===== config.mk =====
export PLATFORM = sky130hd
export DESIGN_NAME = ifd_decoder
export DESIGN_NICKNAME = d
export VERILOG_FILES = /design/src/core/ifd_decoder.v /design/src/core/ifd_addr_conv.v
export VERILOG_INCLUDE_DIRS = /design/src /design/src/core
export SDC_FILE = /design/constraint.sdc
export NUM_CORES = 1
export LEC_CHECK = 0
export BUFFER_PORTS_ARGS = -buffer_cell sky130_fd_sc_hd__buf_2
export CAP_MARGIN = 20
export CORE_MARGIN = 8
export CORE_UTILIZATION = 33
export DETAILED_ROUTE_END_ITERATION = 10
export GPL_TIMING_DRIVEN = 0
export PLACE_DENSITY_LB_ADDON = 0.25
export REMOVE_ABC_BUFFERS = 1
export SLEW_MARGIN = 20
export SYNTH_ARGS = -nofsm -noshare
export SYNTH_HDL_FRONTEND = slang
export SYNTH_SLANG_ARGS = --single-unit

===== constraint.sdc =====
create_clock -name clock -period 10.2 [get_ports clock]
set_clock_uncertainty 0.1 [all_clocks]
set_input_delay 1.53 -clock clock [delete_from_list [all_inputs] [get_ports clock]]
set_output_delay 1.53 -clock clock [all_outputs]
set_load 0.05 [all_outputs]

===== src/core/ifd_defs.vh =====
// instruction format decoder: offsets, field positions, reset values
// assumes byte addressing on a 32-bit classic wishbone bus
`ifndef IFD_DEFS_VH
`define IFD_DEFS_VH

`define IFD_WORD_W 24
`define IFD_WADDR_W 15
`define IFD_CADDR_W 17

// register byte offsets
`define IFD_OFS_CTRL 6'h00
`define IFD_OFS_PADDR 6'h04
`define IFD_OFS_IDX1 6'h08
`define IFD_OFS_IDX2 6'h0C
`define IFD_OFS_IDX3 6'h10
`define IFD_OFS_WORD0 6'h14
`define IFD_OFS_EADDR 6'h18
`define IFD_OFS_FIELDS 6'h1C
`define IFD_OFS_FLDA 6'h20
`define IFD_OFS_FLDC 6'h24
`define IFD_OFS_CHTEST 6'h28
`define IFD_OFS_CONVWA 6'h2C
`define IFD_OFS_CONVCA 6'h30
`define IFD_OFS_CHARS 6'h34

// control register bits
`define IFD_CTRL_START 0
`define IFD_CTRL_FMT_LO 1
`define IFD_CTRL_FMT_HI 2
`define IFD_CTRL_DC8 3
`define IFD_CTRL_BUSY 8
`define IFD_CTRL_DONE 9
`define IFD_CTRL_TERM 10
`define IFD_CTRL_DHIT 11
`define IFD_CTRL_SHIT 12

// instruction formats
`define IFD_FMT_WORD 2'h0
`define IFD_FMT_CHAR 2'h1
`define IFD_FMT_BUS 2'h2
`define IFD_FMT_IO 2'h3

// word format
`define IFD_W_A 17
`define IFD_W_B_HI 16
`define IFD_W_B_LO 15
// character format
`define IFD_C_B_HI 18
`define IFD_C_B_LO 17
// business words: first word chars, next two index flags
`define IFD_BUS_SC_HI 13
`define IFD_BUS_SC_LO 8
`define IFD_BUS_DC_HI 7
`define IFD_BUS_DC_LO 0
`define IFD_BUS_F_HI 18
`define IFD_BUS_F_LO 17
// io format
`define IFD_IO_CH_HI 17
`define IFD_IO_CH_LO 15
`define IFD_IO_INT 14
`define IFD_IO_G 13
`define IFD_IO_IN 12

// fields register layout
`define IFD_F_A 0
`define IFD_F_B_LO 1
`define IFD_F_V_LO 3
`define IFD_F_W_LO 9
`define IFD_F_CH_LO 16
`define IFD_F_INT 19
`define IFD_F_G 20
`define IFD_F_FA_LO 21
`define IFD_F_FC_LO 23

`define IFD_RST_WORD 24'h000000
`define IFD_RST_ADDR 17'h00000

`endif


===== src/core/ifd_decoder.v =====
// instruction format decoder with wishbone register slave and storage fetch port
// assumes storage answers memRd with a one-cycle memAck on the same clock
//
// The Wishbone register port and the address map are this design's own decisions.
`timescale 1ns/100ps
`default_nettype none
`include "ifd_defs.vh"
module ifd_decoder #(
	parameter WAW = 15,
	parameter CAW = 17
) (
	// clock and reset
	input wire clock,
	input wire sys_rst,
	// wishbone slave
	input wire cyc_i,
	input wire stb_i,
	input wire we_i,
	input wire [5:0] adr_i,
	input wire [31:0] dat_i,
	input wire [3:0] sel_i,
	output reg [31:0] dat_o,
	output reg ack_o,
	// core storage fetch port
	output reg memRd,
	output reg [WAW-1:0] memAddr,
	input wire [23:0] memData,
	input wire memAck,
	// execution control
	output reg cpuDispatch,
	output reg business_data_unitStart,
	output reg opTerminate,
	// io control
	input wire xferDone,
	output reg ioIrqReq,
	output reg wordCountCtl,
	output reg [2:0] io_channel_select
);
	localparam S_IDLE = 4'h1;
	localparam S_FETCH = 4'h2;
	localparam S_CHASE = 4'h4;
	localparam S_DONE = 4'h8;
	reg [3:0] state_reg;
	reg [1:0] fmt_reg;
	reg dc8_reg;
	reg done_reg;
	reg term_reg;
	reg [WAW-1:0] pAddr_reg;
	reg [WAW-1:0] idx1_reg;
	reg [WAW-1:0] idx2_reg;
	reg [WAW-1:0] idx3_reg;
	reg [23:0] instr0_reg;
	reg [23:0] instr1_reg;
	reg [23:0] instr2_reg;
	reg [1:0] wordCnt_reg;
	reg chainA_reg;
	reg [1:0] chainB_reg;
	reg [WAW-1:0] chainM_reg;
	reg [CAW-1:0] effAddr_reg;
	reg [CAW-1:0] fieldA_reg;
	reg [CAW-1:0] fieldC_reg;
	reg [7:0] testChar_reg;
	reg delimHit_reg;
	reg scanHit_reg;
	reg [WAW+1:0] convWa_reg;
	reg [CAW-1:0] convCa_reg;
	reg [31:0] rdData_next;
	wire busReq = cyc_i & stb_i;
	wire wrDo = busReq & we_i & ack_o;
	wire [CAW-1:0] convCharOut;
	wire [WAW-1:0] convWordOut;
	wire [1:0] convPosOut;
	// designator b selects one of three index registers, 0 adds nothing
	function [WAW-1:0] idxSel;
		input [1:0] b;
		input [WAW-1:0] i1;
		input [WAW-1:0] i2;
		input [WAW-1:0] i3;
		begin
			case (b)
			2'h1: idxSel = i1;
			2'h2: idxSel = i2;
			2'h3: idxSel = i3;
			default: idxSel = {WAW{1'b0}};
			endcase
		end
	endfunction
	// business field flag: 1 and 3 share register 1
	function [WAW-1:0] bduSel;
		input [1:0] f;
		input [WAW-1:0] i1;
		input [WAW-1:0] i2;
		begin
			case (f)
			2'h1, 2'h3: bduSel = i1;
			2'h2: bduSel = i2;
			default: bduSel = {WAW{1'b0}};
			endcase
		end
	endfunction
	// byte-lane merge for writes, unselected lanes keep the old value
	wire [CAW-1:0] wrOld = (adr_i == `IFD_OFS_CONVWA) ? convWa_reg : (adr_i == `IFD_OFS_CONVCA) ? convCa_reg :
		(adr_i == `IFD_OFS_IDX1) ? {2'h0, idx1_reg} : (adr_i == `IFD_OFS_IDX2) ? {2'h0, idx2_reg} :
		(adr_i == `IFD_OFS_IDX3) ? {2'h0, idx3_reg} : {2'h0, pAddr_reg};
	wire [31:0] laneMask = {{8{sel_i[3]}}, {8{sel_i[2]}}, {8{sel_i[1]}}, {8{sel_i[0]}}};
	wire [31:0] wrMerge = (dat_i & laneMask) | ({15'h0000, wrOld} & ~laneMask);
	ifd_addr_conv #(
		.WAW(WAW)
	) uConv (
		.wordAddrIn(convWa_reg[WAW-1:0]),
		.charPosIn(convWa_reg[WAW+1:WAW]),
		.charAddrIn(convCa_reg),
		.charAddrOut(convCharOut),
		.wordAddrOut(convWordOut),
		.charPosOut(convPosOut)
	);
	// read mux
	always @* begin
		rdData_next = 32'h00000000;
		case (adr_i)
		`IFD_OFS_CTRL: begin
			rdData_next[`IFD_CTRL_FMT_HI:`IFD_CTRL_FMT_LO] = fmt_reg;
			rdData_next[`IFD_CTRL_DC8] = dc8_reg;
			rdData_next[`IFD_CTRL_BUSY] = ~state_reg[0];
			rdData_next[`IFD_CTRL_DONE] = done_reg;
			rdData_next[`IFD_CTRL_TERM] = term_reg;
			rdData_next[`IFD_CTRL_DHIT] = delimHit_reg;
			rdData_next[`IFD_CTRL_SHIT] = scanHit_reg;
		end
		`IFD_OFS_PADDR: rdData_next[WAW-1:0] = pAddr_reg;
		`IFD_OFS_IDX1: rdData_next[WAW-1:0] = idx1_reg;
		`IFD_OFS_IDX2: rdData_next[WAW-1:0] = idx2_reg;
		`IFD_OFS_IDX3: rdData_next[WAW-1:0] = idx3_reg;
		`IFD_OFS_WORD0: rdData_next[23:0] = instr0_reg;
		`IFD_OFS_EADDR: rdData_next[CAW-1:0] = effAddr_reg;
		`IFD_OFS_FIELDS: begin
			rdData_next[`IFD_F_A] = instr0_reg[`IFD_W_A];
			rdData_next[`IFD_F_B_LO +: 2] = (fmt_reg == `IFD_FMT_CHAR) ?
				instr0_reg[`IFD_C_B_HI:`IFD_C_B_LO] : instr0_reg[`IFD_W_B_HI:`IFD_W_B_LO];
			rdData_next[`IFD_F_V_LO +: 6] = instr0_reg[5:0];
			rdData_next[`IFD_F_W_LO +: 7] = instr0_reg[6:0];
			rdData_next[`IFD_F_CH_LO +: 3] = instr0_reg[`IFD_IO_CH_HI:`IFD_IO_CH_LO];
			rdData_next[`IFD_F_INT] = instr0_reg[`IFD_IO_INT];
			rdData_next[`IFD_F_G] = instr0_reg[`IFD_IO_G];
			rdData_next[`IFD_F_FA_LO +: 2] = instr1_reg[`IFD_BUS_F_HI:`IFD_BUS_F_LO];
			rdData_next[`IFD_F_FC_LO +: 2] = instr2_reg[`IFD_BUS_F_HI:`IFD_BUS_F_LO];
		end
		`IFD_OFS_FLDA: rdData_next[CAW-1:0] = fieldA_reg;
		`IFD_OFS_FLDC: rdData_next[CAW-1:0] = fieldC_reg;
		`IFD_OFS_CHTEST: rdData_next[7:0] = testChar_reg;
		`IFD_OFS_CONVWA: rdData_next[CAW-1:0] = convCharOut;
		`IFD_OFS_CONVCA: rdData_next[WAW+1:0] = {convPosOut, convWordOut};
		`IFD_OFS_CHARS: begin
			rdData_next[7:0] = instr0_reg[`IFD_BUS_DC_HI:`IFD_BUS_DC_LO];
			rdData_next[13:8] = instr0_reg[`IFD_BUS_SC_HI:`IFD_BUS_SC_LO];
		end
		default: rdData_next = 32'h00000000;
		endcase
	end
	// bus handshake: answer one cycle after the request, drop after one
	always @(posedge clock or posedge sys_rst) begin
		if (sys_rst) begin
			ack_o <= 1'b0;
			dat_o <= 32'h00000000;
		end else begin
			ack_o <= busReq & ~ack_o;
			dat_o <= (busReq & ~ack_o) ? rdData_next : dat_o;
		end
	end
	// software-written registers
	always @(posedge clock or posedge sys_rst) begin
		if (sys_rst) begin
			fmt_reg <= `IFD_FMT_WORD;
			dc8_reg <= 1'b0;
			pAddr_reg <= {WAW{1'b0}};
			idx1_reg <= {WAW{1'b0}};
			idx2_reg <= {WAW{1'b0}};
			idx3_reg <= {WAW{1'b0}};
			testChar_reg <= 8'h00;
			convWa_reg <= {(WAW+2){1'b0}};
			convCa_reg <= `IFD_RST_ADDR;
		end else if (wrDo) begin
			case (adr_i)
			`IFD_OFS_CTRL: if (state_reg[0] & sel_i[0]) begin
				fmt_reg <= dat_i[`IFD_CTRL_FMT_HI:`IFD_CTRL_FMT_LO];
				dc8_reg <= dat_i[`IFD_CTRL_DC8];
			end
			`IFD_OFS_PADDR: pAddr_reg <= wrMerge[WAW-1:0];
			`IFD_OFS_IDX1: idx1_reg <= wrMerge[WAW-1:0];
			`IFD_OFS_IDX2: idx2_reg <= wrMerge[WAW-1:0];
			`IFD_OFS_IDX3: idx3_reg <= wrMerge[WAW-1:0];
			`IFD_OFS_CHTEST: if (sel_i[0]) testChar_reg <= dat_i[7:0];
			`IFD_OFS_CONVWA: convWa_reg <= wrMerge[WAW+1:0];
			`IFD_OFS_CONVCA: convCa_reg <= wrMerge[CAW-1:0];
			default: ;
			endcase
		end
	end
	wire startReq = wrDo & (adr_i == `IFD_OFS_CTRL) & sel_i[0] & dat_i[`IFD_CTRL_START] & state_reg[0];
	wire chTestWr = wrDo & (adr_i == `IFD_OFS_CHTEST) & sel_i[0];
	wire [7:0] dcChar = instr0_reg[`IFD_BUS_DC_HI:`IFD_BUS_DC_LO];
	wire [5:0] scChar = instr0_reg[`IFD_BUS_SC_HI:`IFD_BUS_SC_LO];
	wire dcMatch = dc8_reg ? (dat_i[7:0] == dcChar) : (dat_i[5:0] == dcChar[5:0]);
	wire ioFmt = (fmt_reg == `IFD_FMT_IO);
	wire [WAW-1:0] chaseAddr = memData[WAW-1:0] +
		idxSel(memData[`IFD_W_B_HI:`IFD_W_B_LO], idx1_reg, idx2_reg, idx3_reg);
	// fetch, indirect chase and decode sequencer
	always @(posedge clock or posedge sys_rst) begin
		if (sys_rst) begin
			state_reg <= S_IDLE;
			memRd <= 1'b0;
			memAddr <= {WAW{1'b0}};
			wordCnt_reg <= 2'h0;
			instr0_reg <= `IFD_RST_WORD;
			instr1_reg <= `IFD_RST_WORD;
			instr2_reg <= `IFD_RST_WORD;
			chainA_reg <= 1'b0;
			chainB_reg <= 2'h0;
			chainM_reg <= {WAW{1'b0}};
			effAddr_reg <= `IFD_RST_ADDR;
			fieldA_reg <= `IFD_RST_ADDR;
			fieldC_reg <= `IFD_RST_ADDR;
			done_reg <= 1'b0;
			cpuDispatch <= 1'b0;
			business_data_unitStart <= 1'b0;
		end else begin
			cpuDispatch <= 1'b0;
			business_data_unitStart <= 1'b0;
			case (state_reg)
			S_IDLE: begin
				if (startReq) begin
					done_reg <= 1'b0;
					wordCnt_reg <= 2'h0;
					memAddr <= pAddr_reg;
					memRd <= 1'b1;
					state_reg <= S_FETCH;
				end
			end
			S_FETCH: begin
				if (memAck) begin
					case (wordCnt_reg)
					2'h0: instr0_reg <= memData;
					2'h1: instr1_reg <= memData;
					default: instr2_reg <= memData;
					endcase
					if (wordCnt_reg == 2'h0) begin
						chainA_reg <= memData[`IFD_W_A];
						chainB_reg <= memData[`IFD_W_B_HI:`IFD_W_B_LO];
						chainM_reg <= memData[WAW-1:0];
					end
					if ((fmt_reg == `IFD_FMT_BUS) && (wordCnt_reg != 2'h2)) begin
						wordCnt_reg <= wordCnt_reg + 2'h1;
						memAddr <= memAddr + {{(WAW-1){1'b0}}, 1'b1};
					end else if ((fmt_reg == `IFD_FMT_WORD) && memData[`IFD_W_A]) begin
						memAddr <= chaseAddr;
						state_reg <= S_CHASE;
					end else begin
						memRd <= 1'b0;
						state_reg <= S_DONE;
					end
				end
			end
			S_CHASE: begin
				if (memAck) begin
					chainA_reg <= memData[`IFD_W_A];
					chainB_reg <= memData[`IFD_W_B_HI:`IFD_W_B_LO];
					chainM_reg <= memData[WAW-1:0];
					if (memData[`IFD_W_A]) begin
						memAddr <= chaseAddr;
					end else begin
						memRd <= 1'b0;
						state_reg <= S_DONE;
					end
				end
			end
			S_DONE: begin
				done_reg <= 1'b1;
				state_reg <= S_IDLE;
				case (fmt_reg)
				`IFD_FMT_WORD: begin
					effAddr_reg <= {2'h0, chainM_reg +
						idxSel(chainB_reg, idx1_reg, idx2_reg, idx3_reg)};
					cpuDispatch <= 1'b1;
				end
				`IFD_FMT_CHAR: begin
					effAddr_reg <= instr0_reg[CAW-1:0] + {2'h0, idxSel(
						instr0_reg[`IFD_C_B_HI:`IFD_C_B_LO], idx1_reg, idx2_reg, idx3_reg)};
					cpuDispatch <= 1'b1;
				end
				`IFD_FMT_BUS: begin
					fieldA_reg <= instr1_reg[CAW-1:0] + {2'h0, bduSel(
						instr1_reg[`IFD_BUS_F_HI:`IFD_BUS_F_LO], idx1_reg, idx2_reg)};
					fieldC_reg <= instr2_reg[CAW-1:0] + {2'h0, bduSel(
						instr2_reg[`IFD_BUS_F_HI:`IFD_BUS_F_LO], idx1_reg, idx2_reg)};
					effAddr_reg <= instr1_reg[CAW-1:0] + {2'h0, bduSel(
						instr1_reg[`IFD_BUS_F_HI:`IFD_BUS_F_LO], idx1_reg, idx2_reg)};
					business_data_unitStart <= 1'b1;
				end
				default: begin
					effAddr_reg <= {2'h0, instr0_reg[WAW-1:0]};
					cpuDispatch <= 1'b1;
				end
				endcase
			end
			default: begin
				memRd <= 1'b0;
				state_reg <= S_IDLE;
			end
			endcase
		end
	end
	// character comparison against delimiter and scan character
	always @(posedge clock or posedge sys_rst) begin
		if (sys_rst) begin
			delimHit_reg <= 1'b0;
			scanHit_reg <= 1'b0;
			term_reg <= 1'b0;
			opTerminate <= 1'b0;
		end else begin
			opTerminate <= 1'b0;
			if (chTestWr) begin
				delimHit_reg <= dcMatch;
				scanHit_reg <= (dat_i[5:0] == scChar);
			end
			// set wins over the clear on start
			if (chTestWr & dcMatch & done_reg & (fmt_reg == `IFD_FMT_BUS)) begin
				term_reg <= 1'b1;
				opTerminate <= 1'b1;
			end else if (startReq) begin
				term_reg <= 1'b0;
			end
		end
	end
	// io controls from the decoded io word
	always @(posedge clock or posedge sys_rst) begin
		if (sys_rst) begin
			ioIrqReq <= 1'b0;
			wordCountCtl <= 1'b0;
			io_channel_select <= 3'h0;
		end else begin
			ioIrqReq <= xferDone & ioFmt & done_reg & instr0_reg[`IFD_IO_INT];
			wordCountCtl <= ioFmt & done_reg & instr0_reg[`IFD_IO_IN] & instr0_reg[`IFD_IO_G];
			io_channel_select <= instr0_reg[`IFD_IO_CH_HI:`IFD_IO_CH_LO];
		end
	end
endmodule // ifd_decoder
`default_nettype wire


===== src/core/ifd_addr_conv.v =====
// word/character address conversion, purely combinational
// assumes four characters per word, position in the low two bits
`timescale 1ns/100ps
`default_nettype none
module ifd_addr_conv #(
	parameter WAW = 15
) (
	// word address plus position in
	input wire [WAW-1:0] wordAddrIn,
	input wire [1:0] charPosIn,
	// character address in
	input wire [WAW+1:0] charAddrIn,
	// results
	output wire [WAW+1:0] charAddrOut,
	output wire [WAW-1:0] wordAddrOut,
	output wire [1:0] charPosOut
);
	// times four then add position; low bits free so the add is a concat
	assign charAddrOut = {wordAddrIn, charPosIn};
	// divide by four: quotient is word, remainder is position
	assign wordAddrOut = charAddrIn[WAW+1:2];
	assign charPosOut = charAddrIn[1:0];
endmodule // ifd_addr_conv
`default_nettype wire


# Word level (Yosys, flattened, before mapping)
# Cells that the tools add are included.
# W data, S select, Z words.
[classes]
add_sub_neg = 7
n_eq_ne = 50
n_mux = 71
bitwise_logic = 28
reduce_logical = 32
[op_table]
columns = ["operator", "n"]
rows = [
  ["$mux W15", 20],
  ["$pmux W15 S3", 4],
  ["$pmux W15 S2", 3],
  ["$pmux W5 S12", 1],
  ["$add A17 B15 Y17", 3],
  ["$pmux W17 S3", 1],
  ["$pmux W4 S12", 1],
  ["$pmux W3 S13", 1],
  ["$eq A6 B6 Y1 const B", 6],
  ["$and A17 B17 Y17", 2],
  ["$mux W17", 2],
  ["$add A15 B15 Y15", 2],
  ["$eq A2 B2 Y1 const B", 12],
  ["$eq A6 B5 Y1 const B", 4],
  ["$mux W4", 6],
  ["$pmux W1 S11", 2],
  ["$and A1 B1 Y1", 20],
  ["$ne A2 B2 Y1 const B", 10],
  ["$not A17 Y17", 1],
  ["$or A17 B17 Y17", 1],
  ["$reduce_and A2 Y1", 8],
  ["$add A15 B1 Y15 const B", 1],
  ["$mux W1", 15],
  ["$reduce_and A3 Y1", 5],
  ["other kinds (30)", 57],
]
[totals]
regBits = 295
in_bits = 73
output_inout_bits = 57
wordCells = 221

# Depth between registers and ports, before layout
# Gate-level depths: netlist of the first run.
[depth]
word_depth = 9
ltp_mapped = 15
depth_no_buf = 13

# Modules after synthesis
# From an unflattened synthesis of the first run, not the netlist that was laid out.
[unflattened]
cells_unflattened = 1983
area_unflattened_um2 = 18886.9
[by_module_without_submodules]
columns = ["mod", "n_inst", "cells_each", "area_per_inst_um2", "seq_area_each_um2"]
rows = [
  ["ifd_decoder", 1, 1949, 18631.6, 7383.3],
  ["ifd_addr_conv", 1, 34, 255.2, 0.0],
]

# Worst setup path before layout of the first run
# OpenSTA, ideal clock, no wires.
[synth_timing]
path_kind = "input -> register"
start = "input memData[15]"
end = "register memAddr[10]"
setup_time_ns = 0.130
arrival_time_ns = 4.431
required_time_ns = 9.970
slack_ns = 5.538
path_stages = 15
path_buffers = 2
cell_sequence = "clkbuf_1 -> nor2b_1 -> clkbuf_1 -> a22o_1 -> ha_1 -> inv_1 -> fa_1 -> nor2b_1 -> o21ai_0 -> a21oi_1 -> o21a_1 -> a311oi_1 -> xnor2_1 -> a222oi_1 -> o21ai_0"
[synth_between]
elab_chain_len = 7
elab_cells_between_ends = 11
cone_classes = "add/sub (1); eq/ne (3); mux (7)"
[synth_lines]
columns = ["element", "line_no", "source"]
rows = [
  ["from (decl)", "ifd_decoder.v:27", "input wire [23:0] memData,"],
  ["$eq A2 B2 Y1 or $eq A2 B1 Y1 (tied branches)", "ifd_decoder.v:80", "case (b)"],
  ["$pmux W15 S3 (*)", "ifd_decoder.v:80", ""],
  ["$add A15 B15 Y15 (*)", "ifd_decoder.v:205", "wire [WAW-1:0] chaseAddr = memData[WAW-1:0] +"],
  ["$mux W15", "ifd_decoder.v:254", "end else if ((fmt_reg == `IFD_FMT_WORD) && memData[`IFD_W_A]) begin"],
  ["$mux W15", "ifd_decoder.v:251", "if ((fmt_reg == `IFD_FMT_BUS) && (wordCnt_reg != 2'h2)) begin"],
  ["$mux W15", "ifd_decoder.v:240", "if (memAck) begin"],
  ["$pmux W15 S3 (*)", "ifd_decoder.v:229", "case (state_reg)"],
  ["to (signal assigned)", "ifd_decoder.v:234", "memAddr <= pAddr_reg;"],
  ["to (signal assigned)", "ifd_decoder.v:253", "memAddr <= memAddr + {{(WAW-1){1'b0}}, 1'b1};"],
  ["to (signal assigned)", "ifd_decoder.v:255", "memAddr <= chaseAddr;"],
  ["to (decl)", "ifd_decoder.v:26", "output reg [WAW-1:0] memAddr,"],
]
# Mark *: on every way between the ends. The rest lies on a longest branch, timed or not. The select of a mux whose other input is x is not followed.
# A chain may end at the register's enable or synchronous reset.

# Final worst setup path of the first run
[layout_timing]
start = "register instr1_reg[17]"
end = "register effAddr_reg[15]"
[layout_between]
elab_chain_len = 7
elab_cells_between_ends = 9
cone_classes = "add/sub (1); eq/ne (3); mux (4); reduce/logical (1)"
[layout_lines]
columns = ["element", "line_no", "source"]
rows = [
  ["from (decl)", "ifd_decoder.v:53", "reg [23:0] instr1_reg;"],
  ["from (signal assigned)", "ifd_decoder.v:215", "instr1_reg <= `IFD_RST_WORD;"],
  ["from (signal assigned)", "ifd_decoder.v:243", "2'h1: instr1_reg <= memData;"],
  ["$eq A2 B1 Y1 or $eq A2 B2 Y1 (tied branches)", "ifd_decoder.v:94", "case (f)"],
  ["$reduce_or A2 Y1", "ifd_decoder.v:94", ""],
  ["$pmux W15 S2 (*)", "ifd_decoder.v:94", ""],
  ["$mux W15 (*)", "ifd_decoder.v:279", "case (fmt_reg)"],
  ["$mux W15 (*)", "ifd_decoder.v:229", ""],
  ["$add A17 B15 Y17 (*)", "ifd_decoder.v:295", "effAddr_reg <= instr1_reg[CAW-1:0] + {2'h0, bduSel("],
  ["$pmux W17 S3 (*)", "ifd_decoder.v:279", ""],
  ["to (signal assigned)", "ifd_decoder.v:281", "effAddr_reg <= {2'h0, chainM_reg +"],
  ["to (signal assigned)", "ifd_decoder.v:295", ""],
  ["to (signal assigned)", "ifd_decoder.v:300", "effAddr_reg <= {2'h0, instr0_reg[WAW-1:0]};"],
  ["to (decl)", "ifd_decoder.v:59", "reg [CAW-1:0] effAddr_reg;"],
]
# Marked as above.

==> key figures, run 1 <==
Global route
  – Global-route wire length before repair: 104300 um
  – Number of global-route vias before repair: 15640
  – Global Route Usage Sum: 21.51%
  – Initial antenna violation count: 3
  – Largest net degree at the start of global routing: 103
  – Residual overflow from global routing: 0

Logic synthesis
  – Number of warning messages in the yosys log: 0
  – Post-synthesis instance area: 0.01882 mm2
  – Most used flip-flop cell after synthesis: sky130_fd_sc_hd__dfrtp_1
  – Sequential area share after synthesis: 39.23%
  – Cells after synthesis: 1917
  – Distinct cell type count after synthesis: 74
  – Mean instance size in the synthesized netlist: 9.818 um2
  – Number of enable-type register cells in the synthesized netlist: 0
  – Number of register bits inferred by synthesis: 295
  – Post-synthesis async set-or-reset flop share: 100.0%

Detailed routing
  – DR WL met3: 5683 um
  – Routed via count: 16090
  – Number of routed nets with antenna violations: 0
  – Routed length per placed instance: 25.89 um
  – Via-to-Cell Ratio: 5.853
  – Starting DRC count in detailed routing: 1427
  – Met2 routed WL: 31490 um
  – Wire length the detailed router placed on met1: 30860 um
  – Remaining design rule violation count: 0
  – Detailed-routing iteration count for the pre-antenna-repair pass: 7
  – Total detailed-routing wirelength: 71170 um
  – Highest signal layer in the routed design: met5

Placed design
  – # port buffers: 106
  – # placed instances: 2685
  – Half-perimeter wire length after detailed placement: 53840 um
  – Global placement routability congestion: 0.9538

Critical path
  – Startpoint Class: flop
  – Endpoint class of the critical path: flop
  – Arrival time of the worst setup path: 5.07 ns
  – Worst-path fanout max: 19
  – Startpoint-to-endpoint class of the critical path: reg2reg
  – Data required time of the critical path: 10.48 ns

CTS
  – CTS-repair resized insts: 0
  – Clock edge transition at the registers on the reported setup and hold paths: 0.06 ns
  – TritonCTS sink count: 295
  – CTS root buf: sky130_fd_sc_hd__clkbuf_16
  – Maximum clock path buffer count: 3
  – Post-CTS Setup Inserts: 0
  – Number of levels the H-tree was split into: 2
  – Number of hold-repair buffers added at the cts stage: 0
  – Clock tree from TritonCTS: built
  – Clock buffers created by TritonCTS: 36
  – Clock latency of the later-clocked register in the worst-skew pair: 0.56 ns

Power
  – Ratio of total power to cell area: 127.0 mW/mm2
  – VDD IR-drop max: 104.0 uV
  – Leakage Power: 10.07 nW

Final layout
  – Fillers: 5659
  – Final standard cell utilization of the core: 37.90%
  – Layout cell share with drive strength beyond 1: 22.84%
  – Max reg flops: 25
  – Layout overhead on the synthesized area: 13.56%
  – Number of nets in the finished design: 2123
  – Final std cells w/o fill: 2749

Timing
  – Peak clock frequency supported by timing: 208.5 MHz
  – Number of failing hold endpoints at the final stage: 0
  – Unrepaired setup endpoints after global routing: no
  – Fin crit share: 47.01%
  – Remaining max-slew budget at the tightest pin: 23.69%
  – Time the final worst path needs with I/O delays and setup: 4.795 ns
  – Final-report setup violation count: 0
  – Transition time of the tightest slew-check pin: 1.145 ns
  – Count of final max-slew check failures: 0

Floorplan
  – Width of the chip: 254.8 um
  – Site row count: 87
  – Die outline area: 0.06493 mm2
  – Initial Utilization: 33.38%
  – Core Box Area: 0.05639 mm2
  – Die Y-Extent: 254.8 um
  – I/O pin count: 130

Min path
  – Min-Delay Path Class: reg2reg

Status
  – Outcome: completed

Flow run
  – Count of maximum capacitance violations: 0
## metrics by stage
step                      cell area (um2)  total power, mW  hold WS [ns]  setup WS, ns  setup TNS, ns
after floorplan                     18370            1.298        0.3435        0.4242              0
final                               21370            2.714        0.3712         5.405              0
after CTS                           21350            2.744        0.3745         5.101              0
after global placement              19840            1.372        0.3556        -3.436       -1001.12
after detailed placement            20130            1.379        0.3604         5.073              0
after global routing                21370            2.794        0.3803         5.142              0
## metal layers
| metal | vias up | GRT usage, % |
|---|---|---|
| met3 | 132 | 4.315 |
| li1 | 7223 | - |
| met4 | 4 | 9.311 |
| met2 | 674 | 33.22 |
| met5 | - | 0 |
| met1 | 8056 | 29.08 |
## worst max-delay path, cell delays in order, from the launching register on
cell                       delay, ns
sky130_fd_sc_hd__dfrtp_1        0.67
sky130_fd_sc_hd__nor2b_2        0.68
sky130_fd_sc_hd__a22o_1         0.27
sky130_fd_sc_hd__ha_1           0.26
sky130_fd_sc_hd__a211o_1        0.27
sky130_fd_sc_hd__o211ai_1       0.14
sky130_fd_sc_hd__a21oi_1        0.18
sky130_fd_sc_hd__a41o_1         0.30
sky130_fd_sc_hd__o41ai_1        0.69
sky130_fd_sc_hd__nor4b_1        0.14
sky130_fd_sc_hd__o31ai_1        0.63
sky130_fd_sc_hd__o311ai_0       0.27
## cell usage after synthesis (all sizes together), types with 22 or more instances
cell	n	area, um2
a21oi	73	365.4
nand2	247	927.1
a21o	35	262.8
buf	22	128.9
mux2	234	2635
nor3	29	156.4
inv	31	116.4
xor2	31	271.5
a222oi	29	290.3
ha	77	963.4
o21ai	153	765.7
a221oi	33	289.0
mux2i	31	310.3
nand3	26	142.6
dfrtp	294	7357
a31oi	25	156.4
a22o	52	455.4
clkbuf	93	349.1
xnor2	50	437.9
and3	23	143.9
nor2	102	382.9
## final timing paths
path	from	end	slack, ns	cells past startpoint
min in group asynchronous	sys_rst	pAddr_reg[2]	0.99	3
min reg2reg	dat_o[5]	dat_o[5]	0.37	1
min	dat_o[5]	dat_o[5]	0.37	1
max reg2reg	instr1_reg[17]	effAddr_reg[15]	5.40	11
max in group asynchronous	sys_rst	instr0_reg[21]	8.03	4
max	instr1_reg[17]	effAddr_reg[15]	5.40	11
## cell type report
type / instances / area [um2] / area share (%)
Antenna cell: 1 / 2.502 / 0.01171
Clock buffer: 48 / 996.0 / 4.660
Clock inverter: 14 / 216.5 / 1.013
Inverter: 32 / 127.6 / 0.5972
Multi-Input combinational cell: 1481 / 10940 / 51.20
Sequential cell: 295 / 7387 / 34.56
Tap cell: 756 / 945.9 / 4.426
Timing Repair Buffer: 122 / 754.5 / 3.530
## kinds of logic after synthesis
logic type      after synthesis  share of synthesized area (%)
compound gates              527                          19.13
xor+xnor                     81                          3.769
fa+ha+maj                    82                          5.651
buf+inv                     147                          3.178
flops                       295                          39.23
mux                         273                          16.61
other cells                   1                        0.01993
simple gates                511                          12.41
## layout by cell type, fill, tap and decap left out, types with 16 or more instances in the layout
master                      Yosys  layout
sky130_fd_sc_hd__a222oi_1      29      29
sky130_fd_sc_hd__nand2_1      247     246
sky130_fd_sc_hd__nand3_1       25      22
sky130_fd_sc_hd__clkbuf_16      0      36
sky130_fd_sc_hd__o21bai_1      16      16
sky130_fd_sc_hd__nand2b_1      16      16
sky130_fd_sc_hd__dfrtp_1      294     291
sky130_fd_sc_hd__ha_1          77      77
sky130_fd_sc_hd__and3_1        23      22
sky130_fd_sc_hd__xnor2_1       50      50
sky130_fd_sc_hd__xor2_1        31      31
sky130_fd_sc_hd__nor3_1        28      25
sky130_fd_sc_hd__mux2_2       234     234
sky130_fd_sc_hd__a22oi_1       21      21
sky130_fd_sc_hd__a21oi_1       73      73
sky130_fd_sc_hd__o21ai_0      153     152
sky130_fd_sc_hd__buf_2          7     107
sky130_fd_sc_hd__inv_1         31      30
sky130_fd_sc_hd__a21o_1        35      35
sky130_fd_sc_hd__nor2_1       102      97
sky130_fd_sc_hd__a22o_1        52      52
sky130_fd_sc_hd__a31oi_1       25      25
sky130_fd_sc_hd__mux2i_1       31      31
sky130_fd_sc_hd__a221oi_1      33      33
## power breakdown
part | switching, mW | internal (mW) | total, mW
Combinational | 0.126 | 0.0410 | 0.167
Clock | 0.543 | 0.814 | 1.36
Sequential | 0.0106 | 1.18 | 1.19
Total | 0.679 | 2.04 | 2.71
Power figures use the tool's default switching activity.
==> run 2, diff against run 1 <==
--- a/config.mk
+++ b/config.mk
@@ -6,6 +6,7 @@
 export SDC_FILE = /design/constraint.sdc
 export NUM_CORES = 1
 export LEC_CHECK = 0
+export ABC_AREA = 1
 export BUFFER_PORTS_ARGS = -buffer_cell sky130_fd_sc_hd__buf_2
 export CAP_MARGIN = 20
 export CORE_MARGIN = 8
==> constraint.sdc (replaced) <==
create_clock -name clock -period 4.2 [get_ports clock]
set_clock_uncertainty 0.1 [all_clocks]
set_input_delay 0.63 -clock clock [delete_from_list [all_inputs] [get_ports clock]]
set_output_delay 0.63 -clock clock [all_outputs]
set_load 0.05 [all_outputs]
==> run 2 against run 1 <==
  * The flow now finishes with violations (negative hold slack)
  * Global-route usage rose by 3.2 points
  * Count of clock-buffer cells in the layout rose by 2
  * Wire length rose by 20%
  * Cell count rose by 34%
  * Synthesized cell count rose by 47%
  * Utilization fell by 0.42 points
  * Die area rose by 4.5%
  * Critical path type unchanged
  * Clock power rose by 140%
  * Setup slack got worse by 5.1 ns
  * Synthesized area rose by 4.8%
  * Largest cell class unchanged
==> key figures, run 2 <==
Status
  – Failing checks: negative hold slack
  – Outcome: finished, violations left

Timing
  – Final-report setup violation count: 0
  – Peak clock frequency supported by timing: 254.7 MHz
  – Fin crit share: 93.47%
  – Final Hold Slack: -0.005793 ns
  – Transition time of the tightest slew-check pin: 0.9899 ns
  – Time the final worst path needs with I/O delays and setup: 3.926 ns
  – Remaining max-slew budget at the tightest pin: 33.94%
  – Count of final max-slew check failures: 0
  – Number of failing hold endpoints at the final stage: 1
  – Unrepaired setup endpoints after global routing: no

Detailed routing
  – Routed via count: 20030
  – Via-to-Cell Ratio: 5.441
  – Remaining design rule violation count: 0
  – Total detailed-routing wirelength: 85760 um
  – Routed length per placed instance: 23.29 um
  – Starting DRC count in detailed routing: 2156
  – Met2 routed WL: 35690 um
  – Detailed-routing iteration count for the pre-antenna-repair pass: 6
  – Wire length the detailed router placed on met1: 38100 um
  – DR WL met3: 7897 um
  – Number of routed nets with antenna violations: 0
  – Highest signal layer in the routed design: met4

Critical path
  – Slowest stage cell, crit path: sky130_fd_sc_hd__o21ai_0
  – Largest stage delay on the critical path: 0.62 ns
  – Worst path cell trace: inv_1 -> nor2_1 -> inv_1 -> o221ai_1 -> ha_1 -> nand2_1 -> inv_1 -> nand2_1 -> nand2_1 -> inv_1 -> nand2_1 -> o21ai_0 -> nand4_1 -> nand2_1 -> nand2_1
  – Worst-path fanout max: 10
  – Startpoint-to-endpoint class of the critical path: reg2reg
  – Cell repeated most along the worst path: sky130_fd_sc_hd__nand2_1
  – Endpoint class of the critical path: flop
  – Arrival time of the worst setup path: 4.27 ns
  – Setup slack of the worst register-to-register path: 0.27 ns
  – Startpoint Class: flop
  – Data required time of the critical path: 4.55 ns

CTS
  – CTS-repair resized insts: 0
  – Maximum clock path buffer count: 3
  – Post-CTS Setup Inserts: 0
  – TritonCTS sink count: 295
  – Clock tree from TritonCTS: built
  – Clock latency of the later-clocked register in the worst-skew pair: 0.56 ns
  – Number of hold-repair buffers added at the cts stage: 0
  – Number of levels the H-tree was split into: 2
  – Clock edge transition at the registers on the reported setup and hold paths: 0.07 ns
  – Clock buffers created by TritonCTS: 36
  – CTS root buf: sky130_fd_sc_hd__clkbuf_16

Placed design
  – Area after detailed placement: 0.02092 mm2
  – # port buffers: 106
  – Half-perimeter wire length after detailed placement: 67310 um
  – Global placement routability congestion: 1.005

Floorplan
  – Core Box Area: 0.05902 mm2
  – Initial Utilization: 33.43%
  – Site row count: 89
  – Die outline area: 0.06787 mm2
  – Die Y-Extent: 260.5 um
  – Width of the chip: 260.5 um
  – I/O pin count: 130

Logic synthesis
  – Number of enable-type register cells in the synthesized netlist: 0
  – Distinct cell type count after synthesis: 55
  – Number of warning messages in the yosys log: 0
  – Sequential area share after synthesis: 37.42%
  – Cell types with the largest area share after synthesis: sky130_fd_sc_hd__dfrtp_1 37%, sky130_fd_sc_hd__nand2_1 16%, sky130_fd_sc_hd__inv_1 6.3%, sky130_fd_sc_hd__nand3_1 6.3%, sky130_fd_sc_hd__o21ai_0 6.0%
  – Post-synthesis async set-or-reset flop share: 100.0%
  – Most repeated cell in the gate-level netlist after synthesis: sky130_fd_sc_hd__nand2_1
  – Number of register bits inferred by synthesis: 295
  – Most used flip-flop cell after synthesis: sky130_fd_sc_hd__dfrtp_1
  – Cells after synthesis: 2817
  – Synth top cells by count: 839 x sky130_fd_sc_hd__nand2_1, 333 x sky130_fd_sc_hd__inv_1, 294 x sky130_fd_sc_hd__dfrtp_1
  – Mean instance size in the synthesized netlist: 7.004 um2
  – Fraction of post-synthesis cell area in the top cell type by area: 37.29%
  – Post-synthesis instance area: 0.01973 mm2
  – Cell taking the most area after synthesis: sky130_fd_sc_hd__dfrtp_1

Final layout
  – Post-Layout Inst Area: 0.02212 mm2
  – Layout overhead on the synthesized area: 12.14%
  – Commonest non-fill, non-tap cell in the layout: sky130_fd_sc_hd__nand2_1
  – Final standard cell utilization of the core: 37.49%
  – Layout cell share with drive strength beyond 1: 9.147%
  – Highest-count cells in the layout ignoring fill and taps: 837 x sky130_fd_sc_hd__nand2_1, 331 x sky130_fd_sc_hd__inv_1, 294 x sky130_fd_sc_hd__dfrtp_1
  – Number of nets in the finished design: 3039
  – Max reg flops: 25

Min path
  – Min-Delay Path Class: in2async

Global route
  – Initial antenna violation count: 2
  – Residual overflow from global routing: 0
  – Number of global-route vias before repair: 18520
  – Global Route Usage Sum: 24.69%
  – Global-route wire length before repair: 124700 um
  – Largest net degree at the start of global routing: 100

Flow run
  – Count of maximum capacitance violations: 0

Power
  – Ratio of total power to cell area: 583.9 mW/mm2
  – VDD IR-drop max: 342.4 uV
  – Leakage Power: 11.38 nW
[run 2: cell types whose count changed in the layout (fill, tap and decap cells not counted), sizes merged, moves of 31 or more]
cell    previous run  this run
a21oi             73       134
nand3             26       260
nor2             102       238
mux2i             31         0
a22o              52         3
mux2             234         5
xnor2             50        12
a221oi            33         2
o22ai              2        39
a21o              35         0
o221ai             0        42
nand2            247       855
inv               32       346
o21ai            153       257
[run 2: logic make-up (layout without fill, tap and decap cells)]
group	after synthesis	in the layout	share of synthesized area, %
AND/OR/NAND/NOR	1449	1449	31.59
adder cells (fa/ha/maj)	82	82	5.391
flip-flops	295	295	37.42
AO/OA/AOI/OAI	522	522	15.13
buffers and inverters	439	524	9.101
multiplexers	5	5	0.2854
XOR/XNOR	24	24	1.065
other	1	8	0.01901
[run 2: critical path, delay by kind of cell (launching register included)]
| kind | cells | cell delay [ns] |
|---|---|---|
| compound gates | 2 | 1.08 |
| fa+ha+maj | 1 | 0.40 |
| buf+inv | 4 | 0.45 |
| flops | 1 | 0.36 |
| simple gates | 8 | 1.44 |
[run 2: layer usage]
layer | global-route usage, % | vias to the layer above
met5 | 0 | -
li1 | - | 9412
met1 | 35.26 | 9495
met4 | 10.68 | 0
met2 | 35.88 | 954
met3 | 4.810 | 171
[run 2: final timing paths]
kind	from	to	depth (start not counted)
max reg2reg	chainB_reg[1]	effAddr_reg[7]	15
max	chainB_reg[1]	effAddr_reg[7]	15
max in group asynchronous	sys_rst	convCa_reg[4]	4
min	sys_rst	business_data_unitStart	2
min reg2reg	fieldA_reg[1]	fieldA_reg[1]	2
min in group clock	memData[21]	instr0_reg[21]	2
[run 2: power by group]
| group | leakage, nW | switching (mW) | internal [mW] |
|---|---|---|---|
| clock | 0.586 | 1.31 | 1.95 |
| combinational | 7.09 | 4.13 | 1.68 |
| sequential | 3.71 | 0.544 | 3.31 |
[run 2: metrics by stage]
| stage | setup slack, ns | std cells | TNS [ns] | total power, mW |
|---|---|---|---|---|
| 4_1_cts | 0.5179 | 3680 | 0 | 12.80 |
| 2_1_floorplan | -4.676 | 2734 | -1377.04 | 7.469 |
| 3_5_place_dp | 0.2439 | 3618 | 0 | 9.516 |
| 5_1_grt | 0.2363 | 3681 | 0 | 13.66 |
| 3_3_place_gp | -8.702 | 3613 | -2617.32 | 9.501 |
| 6_report | 0.2743 | 3682 | 0 | 12.92 |
[run 2: layout make-up]
class                           instances  area [um2]
Multi-Input combinational cell       2089       10600
Antenna cell                            1       2.502
Clock buffer                           50        1025
Clock inverter                         12       166.4
Sequential cell                       295        7383
Fill cell                            6406       36900
Timing Repair Buffer                  112       655.6
Inverter                              350        1321
Tap cell                              773       967.2
==> run 3, diff against run 2 <==
==> constraint.sdc (replaced) <==
create_clock -name clock -period 3.2 [get_ports clock]
set_clock_uncertainty 0.1 [all_clocks]
set_input_delay 0.48 -clock clock [delete_from_list [all_inputs] [get_ports clock]]
set_output_delay 0.48 -clock clock [all_outputs]
set_load 0.05 [all_outputs]
==> run 3 against run 2 <==
  * The run now ends clean
  * First-iteration DRC count up 8.1%
  * Clock power grew 31%
  * Via count up 0.98%
  * Largest power group unchanged
  * Wire length increased by 0.56%
  * Critical path depth fell by 1
  * Largest cell class unchanged
==> key figures, run 3 (synthesized netlist as in run 2, its figures left out) <==
Detailed routing
  – Routed via count: 20230
  – Routed length per placed instance: 23.27 um
  – Total detailed-routing wirelength: 86240 um
  – Detailed-routing iteration count for the pre-antenna-repair pass: 6
  – Starting DRC count in detailed routing: 2330
  – Via-to-Cell Ratio: 5.458
  – Number of routed nets with antenna violations: 0
  – Remaining design rule violation count: 0

Power
  – Internal Power: 9.494 mW
  – Switching Share: 46.15%
  – Total Power Consumption: 17.63 mW
  – Portion of total power attributed to combinational logic: 46.8%
  – Total net switching power: 8.137 mW
  – VDD IR-drop max: 449.2 uV
  – Ratio of total power to cell area: 778.0 mW/mm2
  – Portion of total power attributed to sequential cells: 28.9%
  – Leakage Power: 11.51 nW
  – Power share of the clock group: 24.3%

Timing
  – Remaining max-slew budget at the tightest pin: 33.16%
  – Unrepaired setup endpoints after global routing: yes
  – Final Hold Slack: 0.06082 ns
  – Peak clock frequency supported by timing: 319.0 MHz
  – Transition time of the tightest slew-check pin: 1.001 ns
  – Number of failing hold endpoints at the final stage: 0
  – Time the final worst path needs with I/O delays and setup: 3.134 ns
  – Final-report setup violation count: 0
  – Fin crit share: 97.95%
  – Count of final max-slew check failures: 0

Global route
  – Global Route Usage Sum: 24.72%
  – Initial antenna violation count: 2
  – Number of global-route vias before repair: 18560
  – Global-route wire length before repair: 125000 um
  – Residual overflow from global routing: 0
  – Largest net degree at the start of global routing: 100

Final layout
  – Highest-count cells in the layout ignoring fill and taps: 832 x sky130_fd_sc_hd__nand2_1, 326 x sky130_fd_sc_hd__inv_1, 290 x sky130_fd_sc_hd__dfrtp_1
  – Max reg flops: 25
  – Number of nets in the finished design: 3060
  – Layout overhead on the synthesized area: 14.87%
  – Layout cell share with drive strength beyond 1: 11.78%
  – Commonest non-fill, non-tap cell in the layout: sky130_fd_sc_hd__nand2_1

Critical path
  – Arrival time of the worst setup path: 3.47 ns
  – Endpoint class of the critical path: flop
  – Data required time of the critical path: 3.54 ns
  – Startpoint-to-endpoint class of the critical path: reg2reg
  – Startpoint Class: flop
  – Worst-path fanout max: 7
  – Depth of the worst register-to-register path: 14

CTS
  – Clock edge transition at the registers on the reported setup and hold paths: 0.06 ns
  – Clock tree from TritonCTS: built
  – Clock latency of the later-clocked register in the worst-skew pair: 0.56 ns
  – Clock buffers created by TritonCTS: 36
  – TritonCTS sink count: 295
  – Number of levels the H-tree was split into: 2
  – CTS root buf: sky130_fd_sc_hd__clkbuf_16
  – Maximum clock path buffer count: 3

Flow run
  – Count of maximum capacitance violations: 0

Placed design
  – # port buffers: 106
  – Half-perimeter wire length after detailed placement: 67310 um
  – Global placement routability congestion: 1.005

Min path
  – Min-Delay Path Class: in2reg
  – Number of instances on the worst hold path: 2

Floorplan
  – Core Box Area: 0.05902 mm2
  – Initial Utilization: 33.43%
  – I/O pin count: 130
  – Width of the chip: 260.5 um
  – Site row count: 89
  – Die Y-Extent: 260.5 um
  – Die outline area: 0.06787 mm2

Status
  – Outcome: completed
[run 3: cell types whose count changed in the layout (fill, tap and decap cells not counted), sizes merged]
| cell | delta |
|---|---|
| buf | +19 |
| clkinvlp | +5 |
| inv | -4 |
| diode | +3 |
| clkinv | -1 |
| dlygate4sd3 | +1 |
| nor2 | +1 |
[run 3: power by group through the flow]
stage	Sequential [mW]	Clock (mW)	Combinational [mW]
2_1_floorplan	5.27	0	4.53
3_3_place_gp	5.09	0	7.38
3_5_place_dp	5.09	0	7.40
4_1_cts	5.05	4.34	7.55
5_1_grt	5.15	4.47	8.99
6_report	5.09	4.28	8.26
[run 3: final cells by class]
cell class | count | area, um2
Inverter | 350 | 1343
Sequential cell | 295 | 7388
Antenna cell | 4 | 10.01
Tap cell | 773 | 967.2
Timing Repair Buffer | 132 | 820.8
Fill cell | 6349 | 36360
Multi-Input combinational cell | 2090 | 10940
Clock buffer | 50 | 1025
Clock inverter | 12 | 166.4
[run 3: per-stage QoR]
stage	TNS [ns]	setup WS (ns)	instances	instance area, um2	utilization (%)
floorplan	-1631.90	-5.526	2734	19270	-
global placement	-2935.05	-9.552	3613	20770	35.19
detailed placement	-15.62	-0.6061	3618	20920	35.45
CTS	0	0.006333	3685	22260	37.72
global route	-0.1295	-0.05175	3702	22650	38.38
finish	0	0.06566	3706	22660	38.40
[run 3: repair_timing]
item | 4_1_cts | 5_1_grt
hold buffers | 1 | 0
hold endpoints to repair | 59 | 0
gates resized for setup | 30 | 49
setup buffers | 4 | 16
pin swaps | 1 | 6
gates cloned | 0 | 1
setup endpoints to repair | 50 | 33
[run 3: path summary, 6_finish.rpt]
kind | start | end | slack, ns
worst max-delay path | instr0_reg[18] | effAddr_reg[11] | 0.07
worst min-delay path | memData[21] | instr0_reg[21] | 0.06
worst max register to register | instr0_reg[18] | effAddr_reg[11] | 0.07
worst min register to register | dat_o[4] | dat_o[4] | 0.38
max in group asynchronous | sys_rst | convCa_reg[4] | 1.38
min in group asynchronous | sys_rst | business_data_unitStart | 0.39
[run 3: critical path: stages, from the launching register on]
cell and delay, ns:
sky130_fd_sc_hd__dfrtp_2 0.49, sky130_fd_sc_hd__buf_12 0.17, sky130_fd_sc_hd__nor2_4 0.14, sky130_fd_sc_hd__clkinvlp_4 0.19, sky130_fd_sc_hd__buf_4 0.19, sky130_fd_sc_hd__o221ai_2 0.26, sky130_fd_sc_hd__ha_1 0.35, sky130_fd_sc_hd__nand2_1 0.08
sky130_fd_sc_hd__nand2_1 0.09, sky130_fd_sc_hd__a21oi_2 0.22, sky130_fd_sc_hd__nand4_1 0.12, sky130_fd_sc_hd__nand3_1 0.09, sky130_fd_sc_hd__nand4_1 0.26, sky130_fd_sc_hd__nand2_1 0.21, sky130_fd_sc_hd__nand2_1 0.06
[run 3: per-layer routing]
| metal | part of all wire [%] | global-route usage (%) | vias up |
|---|---|---|---|
| met5 | 0 | 0 | - |
| met4 | 4.5 | 10.18 | 0 |
| met3 | 9.6 | 4.356 | 183 |
| met2 | 42 | 36.26 | 1037 |
| met1 | 44 | 35.49 | 9548 |
| li1 | - | - | 9461 |
